[config.mk]
export PLATFORM = sky130hd
export DESIGN_NAME = rtc_time_count_registers
export DESIGN_NICKNAME = d
export VERILOG_FILES = /design/src/logic/rtc_count_pkg.sv /design/src/logic/count_step.sv /design/src/logic/rtc_time_count_registers.sv /design/src/logic/second_divider.sv
export SDC_FILE = /design/constraint.sdc
export NUM_CORES = 1
export LEC_CHECK = 0
export ABC_AREA = 1
export BUFFER_PORTS_ARGS = -buffer_cell sky130_fd_sc_hd__buf_2
export CORE_MARGIN = 10
export CORE_UTILIZATION = 48
export DETAILED_ROUTE_END_ITERATION = 8
export GPL_TIMING_DRIVEN = 0
export PLACE_DENSITY = 0.68
export RECOVER_POWER = 50
export SLEW_MARGIN = 10
export SYNTH_ARGS = -nofsm -noshare
export SYNTH_HDL_FRONTEND = slang
export SYNTH_SLANG_ARGS = --single-unit
[constraint.sdc]
create_clock -name clk_i -period 2.1 [get_ports clk_i]
set_clock_uncertainty 0.15 [all_clocks]
set_input_delay 0.315 -clock clk_i [delete_from_list [all_inputs] [get_ports clk_i]]
set_output_delay 0.315 -clock clk_i [all_outputs]
set_load 0.02 [all_outputs]
[src/logic/rtc_count_pkg.sv]
package rtc_count_pkg;

  // ==========================================================
  // register map on the 8-bit i/o bus
  localparam int          NUM_COUNTS   = 5;
  localparam logic [7:0]  ADDR_SEC     = 8'he0;
  localparam logic [7:0]  ADDR_MIN     = 8'he1;
  localparam logic [7:0]  ADDR_HRS     = 8'he2;
  localparam logic [7:0]  ADDR_WEEKDAY = 8'he3;
  localparam logic [7:0]  ADDR_MONDAY  = 8'he4;
  localparam logic [7:0]  UNMAPPED_VAL = 8'h00;

  // ==========================================================
  // field indices into the count array
  localparam int          IDX_SEC      = 0;
  localparam int          IDX_MIN      = 1;
  localparam int          IDX_HRS      = 2;
  localparam int          IDX_WEEKDAY  = 3;
  localparam int          IDX_MONDAY   = 4;

  // ==========================================================
  // binary limits of each count
  localparam logic [7:0]  SEC_LO       = 8'h00;
  localparam logic [7:0]  SEC_HI       = 8'h3b;
  localparam logic [7:0]  MIN_LO       = 8'h00;
  localparam logic [7:0]  MIN_HI       = 8'h3b;
  localparam logic [7:0]  HRS_LO       = 8'h00;
  localparam logic [7:0]  HRS_HI       = 8'h17;
  localparam logic [7:0]  WEEKDAY_LO   = 8'h01;
  localparam logic [7:0]  WEEKDAY_HI   = 8'h07;
  localparam logic [7:0]  MONDAY_LO    = 8'h01;
  localparam logic [7:0]  MONDAY_HI    = 8'h1f;

  // ==========================================================
  // weekday reserved nibble
  localparam logic [3:0]  WEEKDAY_RSVD = 4'h0;

  // ==========================================================
  // one-second divider, in oscillator ticks
  localparam int          SECOND_DIV   = 32768;

endpackage : rtc_count_pkg

[src/logic/count_step.sv]
`timescale 1ns/1ns
module count_step #(
  parameter logic [7:0] LO = 8'h00,
  parameter logic [7:0] HI = 8'h3b
) (
  input  wire logic [7:0] value_i,
  input  wire logic       bcd_en_i,
  output logic      [7:0] next_o,
  output logic            at_max_o
);

  // ==========================================================
  // limits in both encodings
  function automatic logic [7:0] to_bcd(input logic [7:0] b);
    logic [7:0] tens;
    logic [7:0] ones;
    tens = b / 8'd10;
    ones = b - tens * 8'd10;
    to_bcd = {tens[3:0], ones[3:0]};
  endfunction : to_bcd

  localparam logic [7:0] LO_BCD = to_bcd(LO);
  localparam logic [7:0] HI_BCD = to_bcd(HI);

  // ==========================================================
  // increment with wrap
  always_comb begin
    at_max_o = bcd_en_i ? (value_i == HI_BCD) : (value_i == HI);
    if (at_max_o) begin
      next_o = bcd_en_i ? LO_BCD : LO;
    end else if (bcd_en_i && value_i[3:0] >= 4'h9) begin
      next_o = {value_i[7:4] + 4'h1, 4'h0};
    end else if (bcd_en_i) begin
      next_o = {value_i[7:4], value_i[3:0] + 4'h1};
    end else begin
      next_o = value_i + 8'h01;
    end
  end

endmodule : count_step

[src/logic/rtc_time_count_registers.sv]
// Contract
// - host reaches each count as a byte via i/o read/write cycles
// - unlock high: counting halts, counts readable and writable
// - unlock low: counting runs, host writes ignored
// - reset leaves block locked with counting enabled
// - reset keeps counts; only weekday upper nibble is reset
// - bcd bit selects packed bcd, else plain binary
// - bcd seconds: tens 0-5 high nibble, ones 0-9 low
// - binary seconds range 0x00 to 0x3b
// - bcd minutes: tens 0-5 high nibble, ones 0-9 low
// - binary minutes range 0x00 to 0x3b
// - bcd hours: tens 0-2 high nibble, ones 0-9 low
// - binary hours range 0x00 to 0x17
// - weekday counts 1 to 7 in low nibble, never 0
// - weekday upper nibble read-only zero; host writes zeros
// - bcd monthday: tens 0-3 high nibble, ones 0-9 low
// - binary monthday range 0x01 to 0x1f
// - monthday starts at 1, also after wrap
// - counts advance once per second from the divider
// - unlocking holds the divider cleared; relocking restarts it from zero
`timescale 1ns/1ns
module rtc_time_count_registers
  import rtc_count_pkg::*;
#(
  parameter int SEC_DIV = SECOND_DIV
) (
  input  wire logic       clk_i,
  input  wire logic       reset_i,
  input  wire logic [7:0] io_addr_i,
  input  wire logic       io_rd_i,
  input  wire logic       io_wr_i,
  input  wire logic [7:0] io_wdata_i,
  input  wire logic       count_unlock_i,
  input  wire logic       bcd_en_i,
  input  wire logic       osc_tick_i,
  output logic      [7:0] io_rdata_o,
  output logic            sec_tick_o
);

  localparam logic [7:0] LO_TAB [NUM_COUNTS] =
    '{SEC_LO, MIN_LO, HRS_LO, WEEKDAY_LO, MONDAY_LO};
  localparam logic [7:0] HI_TAB [NUM_COUNTS] =
    '{SEC_HI, MIN_HI, HRS_HI, WEEKDAY_HI, MONDAY_HI};

  logic [7:0] cnt_ff  [NUM_COUNTS];
  logic [7:0] nxt_cnt [NUM_COUNTS];
  logic       at_max  [NUM_COUNTS];
  logic       bump    [NUM_COUNTS];
  logic       unlock_ff;
  logic       tick;
  logic [2:0] wr_idx;
  logic       wr_hit;

  // ==========================================================
  // lock state
  // locked after reset
  always_ff @(posedge clk_i) begin
    if (reset_i) begin
      unlock_ff <= 1'b0;
    end else begin
      unlock_ff <= count_unlock_i;
    end
  end

  // ==========================================================
  // one-second tick
  // divider cleared while unlocked
  second_divider #(
    .DIV        (SEC_DIV)
  ) u_div (
    .clk_i      (clk_i),
    .reset_i    (reset_i),
    .clear_i    (unlock_ff),
    .osc_tick_i (osc_tick_i),
    .sec_tick_o (tick)
  );

  assign sec_tick_o = tick;

  // ==========================================================
  // ripple carry chain
  // carry ripple
  always_comb begin
    bump[IDX_SEC]     = tick && !unlock_ff;
    bump[IDX_MIN]     = bump[IDX_SEC] && at_max[IDX_SEC];
    bump[IDX_HRS]     = bump[IDX_MIN] && at_max[IDX_MIN];
    bump[IDX_WEEKDAY] = bump[IDX_HRS] && at_max[IDX_HRS];
    bump[IDX_MONDAY]  = bump[IDX_HRS] && at_max[IDX_HRS];
  end

  // ==========================================================
  // write decode
  // byte i/o decode
  always_comb begin
    wr_idx = 3'(io_addr_i - ADDR_SEC);
    wr_hit = io_wr_i && (io_addr_i >= ADDR_SEC)
             && (io_addr_i <= ADDR_MONDAY);
  end

  // ==========================================================
  // per-field counters
  // limits per format
  genvar g;
  generate
    for (g = 0; g < NUM_COUNTS; g++) begin : g_cnt
      count_step #(
        .LO       (LO_TAB[g]),
        .HI       (HI_TAB[g])
      ) u_step (
        .value_i  (cnt_ff[g]),
        .bcd_en_i (bcd_en_i),
        .next_o   (nxt_cnt[g]),
        .at_max_o (at_max[g])
      );

      always_ff @(posedge clk_i) begin
        if (reset_i && g == IDX_WEEKDAY) begin
          cnt_ff[g][7:4] <= WEEKDAY_RSVD;
        end else if (unlock_ff && wr_hit && wr_idx == 3'(g)) begin
          cnt_ff[g] <= (g == IDX_WEEKDAY)
                       ? {WEEKDAY_RSVD, io_wdata_i[3:0]} : io_wdata_i;
        end else if (bump[g]) begin
          cnt_ff[g] <= nxt_cnt[g];
        end
      end
    end
  endgenerate

  // ==========================================================
  // read data, registered
  // byte read
  always_ff @(posedge clk_i) begin
    if (reset_i) begin
      io_rdata_o <= UNMAPPED_VAL;
    end else if (io_rd_i) begin
      case (io_addr_i)
        ADDR_SEC:     io_rdata_o <= cnt_ff[IDX_SEC];
        ADDR_MIN:     io_rdata_o <= cnt_ff[IDX_MIN];
        ADDR_HRS:     io_rdata_o <= cnt_ff[IDX_HRS];
        ADDR_WEEKDAY: io_rdata_o <= {WEEKDAY_RSVD,
                                     cnt_ff[IDX_WEEKDAY][3:0]};
        ADDR_MONDAY:  io_rdata_o <= cnt_ff[IDX_MONDAY];
        default:      io_rdata_o <= UNMAPPED_VAL;
      endcase
    end else begin
      io_rdata_o <= UNMAPPED_VAL;
    end
  end

endmodule : rtc_time_count_registers

[src/logic/second_divider.sv]
`timescale 1ns/1ns
module second_divider #(
  parameter int DIV = 32768
) (
  input  wire logic clk_i,
  input  wire logic reset_i,
  input  wire logic clear_i,
  input  wire logic osc_tick_i,
  output logic      sec_tick_o
);

  localparam int CW = $clog2(DIV);
  localparam logic [CW-1:0] LAST = CW'(DIV - 1);

  logic [CW-1:0] div_ff;

  // ==========================================================
  // divider, held at zero while cleared
  always_ff @(posedge clk_i) begin
    if (reset_i || clear_i) begin
      div_ff <= '0;
    end else if (osc_tick_i) begin
      div_ff <= (div_ff == LAST) ? '0 : div_ff + 1'b1;
    end
  end

  always_ff @(posedge clk_i) begin
    if (reset_i || clear_i) begin
      sec_tick_o <= 1'b0;
    end else begin
      sec_tick_o <= osc_tick_i && (div_ff == LAST);
    end
  end

endmodule : second_divider

* Word-level counts from Yosys, hierarchy flattened
Memory sizes are Yosys's and may differ from the RTL's. Index checks and enable logic that the tools add are counted.
Operators by class: add/sub/neg operators 17, order comparisons 7, equal/unequal tests 19, multiplexer cells 56, bitwise logic cells 8, reductions and logical operators 22
Operator list (count):
- $mux W8 | 19
- $add A4 B1 Y4 const B | 10
- $add A8 B1 Y8 const B | 5
- $eq A8 B8 Y1 const B | 5
- $pmux W8 S5 | 1
- $eq A8 B6 Y1 const B | 4
- $mux W1 | 32
- $ge A4 B4 Y1 const B | 5
- $logic_and A1 B1 Y1 | 18
- $eq A8 B5 Y1 const B | 2
- $eq A8 B7 Y1 const B | 2
- $add A15 B1 Y15 const B | 1
- $eq A15 B15 Y1 const B | 1
- $mux W15 | 1
- $mux W4 | 3
- $eq A8 B3 Y1 const B | 1
- $ge A8 B8 Y1 const B | 1
- $le A8 B8 Y1 const B | 1
- $or A1 B1 Y1 | 7
- $eq A3 B2 Y1 const B | 2
- $eq A3 B1 Y1 const B | 1
- $eq A3 B3 Y1 const B | 1
- $logic_not A3 Y1 | 1
- $sub A3 B1 Y3 const B | 1
- 4 further kinds | 4
Word-level totals: bits in registers 25, RAM bits 40, bits of input ports 23, output and inout port bits 9, logic and storage cells 134, memories 1
Memories:
- cnt_ff | words 5, width 8, read ports 5, clocked after memory_dff 0, write ports 5, RTL line rtc_time_count_registers.sv:45 | logic [7:0] cnt_ff [NUM_COUNTS];

* Logic depth before layout (Yosys ltp)
An unclocked memory read counts as a cell.
word-level depth 11, depth in mapped cells 11, depth with buffers taken out 11

* Modules after synthesis
A second synthesis with hierarchy kept.
Second synthesis, totals: cells, all modules 727, area, all modules 4964.8 um^2
Modules (own cells, without submodules):
- rtc_time_count_registers | times used 1, cells each 268, area each 2449.8 um^2, seq. area each 1381.3 um^2
- second_divider | times used 1, cells each 115, area each 802.0 um^2, seq. area each 320.3 um^2
- count_step at g_cnt[0].u_step ... | times used 2, cells each 72, area each 351.6 um^2, seq. area each 0.0 um^2
- count_step at g_cnt[3].u_step | times used 1, cells each 65, area each 340.3 um^2, seq. area each 0.0 um^2
- count_step at g_cnt[2].u_step | times used 1, cells each 67, area each 339.1 um^2, seq. area each 0.0 um^2
- count_step at g_cnt[4].u_step | times used 1, cells each 68, area each 330.3 um^2, seq. area each 0.0 um^2

* Least setup slack after synthesis
OpenSTA, ideal clock, no wires.
kind reg-to-reg, from memory cnt_ff[2][0], to memory cnt_ff[3][0] (enable), library setup time 0.339 ns, arrival 1.589 ns, data required time 1.611 ns, slack 0.022 ns, cell stages (with the launch flop) 9, buffers on the path 1, clock period less this slack 2.078 ns, cell sequence edfxtp_1 -> ha_1 -> nand2_1 -> nor3_1 -> nand2_1 -> nor2_2 -> nand3_4 -> buf_6 -> a21oi_1
RTL lines (RTL line):
- start: declaration | rtc_time_count_registers.sv:45

==> impl_metrics.py <==
metrics = {
    "logic_synthesis": {
        "synthesis.area_sq_um": 4520,
        "synth-seq-area-share_pct": 37.7,
        "yosysWarnings": 0,
        "synth_seq_cells": 65,
        "post_synth.cell_area_avg_sq_um": 7.08,
        "syn_inst": 638,
        "ys_types": 36,
        "synth_fp_nets": 683,
    },
    "hold_path": {
        "hp-class": "primary input to flop",
        "holdPathStages": 3,
    },
    "die": {
        "die_w_microns": 117,
        "ioPinCount": 32,
        "core_area_sq_um": 9200,
        "dieArea_sq_um": 13700,
        "start_util_pct": 49.1,
        "die_h_microns": 117,
        "row_count": 35,
    },
    "detailed_routing": {
        "drc": 0,
        "vias": 4691,
        "finalWirelength_mm": 13.4,
        "first_iter_violations": 381,
        "dr.pass1.iters": 8,
        "avgRoutedWirePerCell_microns": 16.0,
        "ant_nets": 0,
        "drt-vias-per-instance": 5.60,
    },
    "critical_path": {
        "critical_path_class": "flop to flop",
        "cp.arrival_ns": 1.96,
        "cpPeakStageDelay_ns": 0.49,
        "critPathCaptureType": "flop",
        "reg2reg_depth": 8,
        "startpoint_type": "flop",
        "cp.required_ns": 1.99,
        "worst-path-max-fanout": 8,
        "cpMaxStageDelayCell": "edfxtp_1",
        "crit_chain": "inv_1, nand3_1, nand2_1, nand3_2, nor2_4, nand3_4, buf_12, o21ai_4",
    },
    "final_layout": {
        "final_common_cell": "nand2_1",
        "diodes": 0,
        "fin_nets": 767,
        "n_fill_cell": 857,
        "regArea_sq_um": 1700,
        "final_cell_count_no_fill": 838,
        "syn_to_final_growth_pct": 21.0,
        "drive_gt1_share_pct": 18.6,
        "multiInputGateArea_sq_um": 2570,
        "mostFrequentLayoutCells": "nand2_1, nor2_1, inv_1, nand3_1, buf_4",
    },
    "cts": {
        "clockBufferDepth": 2,
        "cts_tree": "done",
        "hold_buffers": 0,
        "cts_num_sinks": 65,
        "htree_levels": 3,
        "insertion_delay_ns": 0.36,
        "cts_made_buffers": 9,
        "clk_pin_slew_worst_paths_ns": 0.08,
        "root_buffer": "clkbuf_8",
    },
    "power": {
        "p_leak_nw": 2.57,
        "intPower_mw": 2.00,
        "peakVddDrop_v": 0.000437,
        "sw_frac_of_total_pct": 25.3,
        "p_seq_share_pct": 51.1,
        "p_switching_mw": 0.675,
        "p_per_area_nw_per_um2": 489,
        "total_power_mw": 2.67,
        "power.share.clock_pct": 41.5,
        "power.combinational.fraction_pct": 7.4,
    },
    "place": {
        "place_inst": 779,
        "hpwl_mm": 9.61,
        "pre_cts_slack_ns": -0.403,
        "numPortBuffers": 30,
        "gp_congestion": 0.973,
    },
    "sta": {
        "tightest_slew_ns": 0.726,
        "max_clock_freq_mhz": 484,
        "finalCritPeriodShare_pct": 98.5,
        "tns_ns": 0,
        "min_period_ns": 2.07,
        "holdWs_ns": 0.0127,
        "finalHoldViolations": 0,
        "slew_violations": 0,
        "layout_setup_ws_ns": 0.0319,
        "setup_viol": 0,
        "slew_headroom_pct": 51.6,
    },
    "global_routing": {
        "grt.total_usage_pct": 19.7,
        "grt_max_degree": 13,
        "antenna_found_initial": 0,
        "grt_pass1_vias": 4355,
        "grt_pass1_wl_mm": 21.3,
        "grt_overflow_total": 0,
    },
    "run": {
        "maxCapViolations": 0,
    },
    "outcome": {
        "outcome": "finished clean",
    },
}
==> per-stage QoR <==
step	cell area, sq um	util [%]
4_1_cts	5210	56.6
5_1_grt	5470	59.5
3_3_place_gp	4810	52.3
3_5_place_dp	4810	52.3
2_1_floorplan	4520	-
6_report	5470	59.5
==> power groups by stage <==
stage	sequential [mW]	combinational (mW)	clock [mW]
4_1_cts	1.37	0.190	1.12
6_report	1.37	0.197	1.11
2_1_floorplan	1.39	0.111	0
3_5_place_dp	1.39	0.184	0
5_1_grt	1.37	0.220	1.17
3_3_place_gp	1.39	0.179	0
==> flip-flops by register name, indices dropped and copies added (netlist names) <==
register	count
cnt_ff	40
io_rdata_o	8
u_div.sec_tick_o	1
u_div.div_ff	15
unlock_ff	1
==> worst max-delay path: cells and delay by family (launching register included) <==
kind,cells,cell delay (ns)
simple gates,5,0.61
buf+inv,2,0.29
flops,1,0.49
compound gates,1,0.21
==> kinds of logic after synthesis <==
group,synth area share (%)
compound gates,10.3
xor+xnor,2.13
buf+inv,8.11
fa+ha+maj,6.09
flops,37.7
simple gates,35.7
==> final timing paths <==
check	startpoint	endpoint	slack (ns)
worst max-delay path	cnt_ff[0][5]$_DFFE_PP_	cnt_ff[4][6]$_DFFE_PP_	0.03
worst min-delay path	count_unlock_i	unlock_ff$_SDFF_PP0_	0.01
worst max register to register	cnt_ff[0][5]$_DFFE_PP_	cnt_ff[4][6]$_DFFE_PP_	0.03
worst min register to register	u_div.div_ff[11]$_SDFFE_PP0P_	u_div.div_ff[11]$_SDFFE_PP0P_	0.31
==> area by class of cell <==
type	count	area share, %
timing repair buffer	73	8.49
tap	111	2.54
sequential	65	31.1
buffer	8	1.37
inverter	81	5.68
clock buffer	11	3.18
multi-input combinational	484	47.0
clock inverter	5	0.618
==> Yosys cell counts, drive strengths merged <==
library cell  instances  area [sq um]
o31ai                 3          22.5
nor3b                 3          22.5
nand4                14          87.6
clkbuf                1          3.75
nor3                 11          55.1
nand2               187           709
nand3b                2          15.0
nor2                 85           339
buf                   7          58.8
nand3                66           365
a31oi                 1          6.26
xnor2                 3          26.3
edfxtp               40          1200
dfxtp                25           500
or2                   3          18.8
o21ai                40           219
o211ai                4          30.0
o22ai                11          68.8
o21bai                4          30.0
inv                  80           300
clkinv                1          3.75
ha                   22           275
xor2                  8          70.1
o32ai                 1          8.76
a21oi                16          80.1
==> metal layers <==
metal	GRT usage, %	up-vias	share of wire, %
met2	32.4	243	48
li1	-	2276	-
met5	0	-	0
met3	4.08	20	9.4
met4	5.19	0	1.2
met1	25.6	2152	42
==> timing repair <==
item	4_1_cts	5_1_grt
endpoints found under the setup margin	38	47
pin swaps	4	9
buffers inserted	19	24
endpoints found under the hold margin	0	0
gates resized for setup	12	30
(Power assumes the default switching activity.)
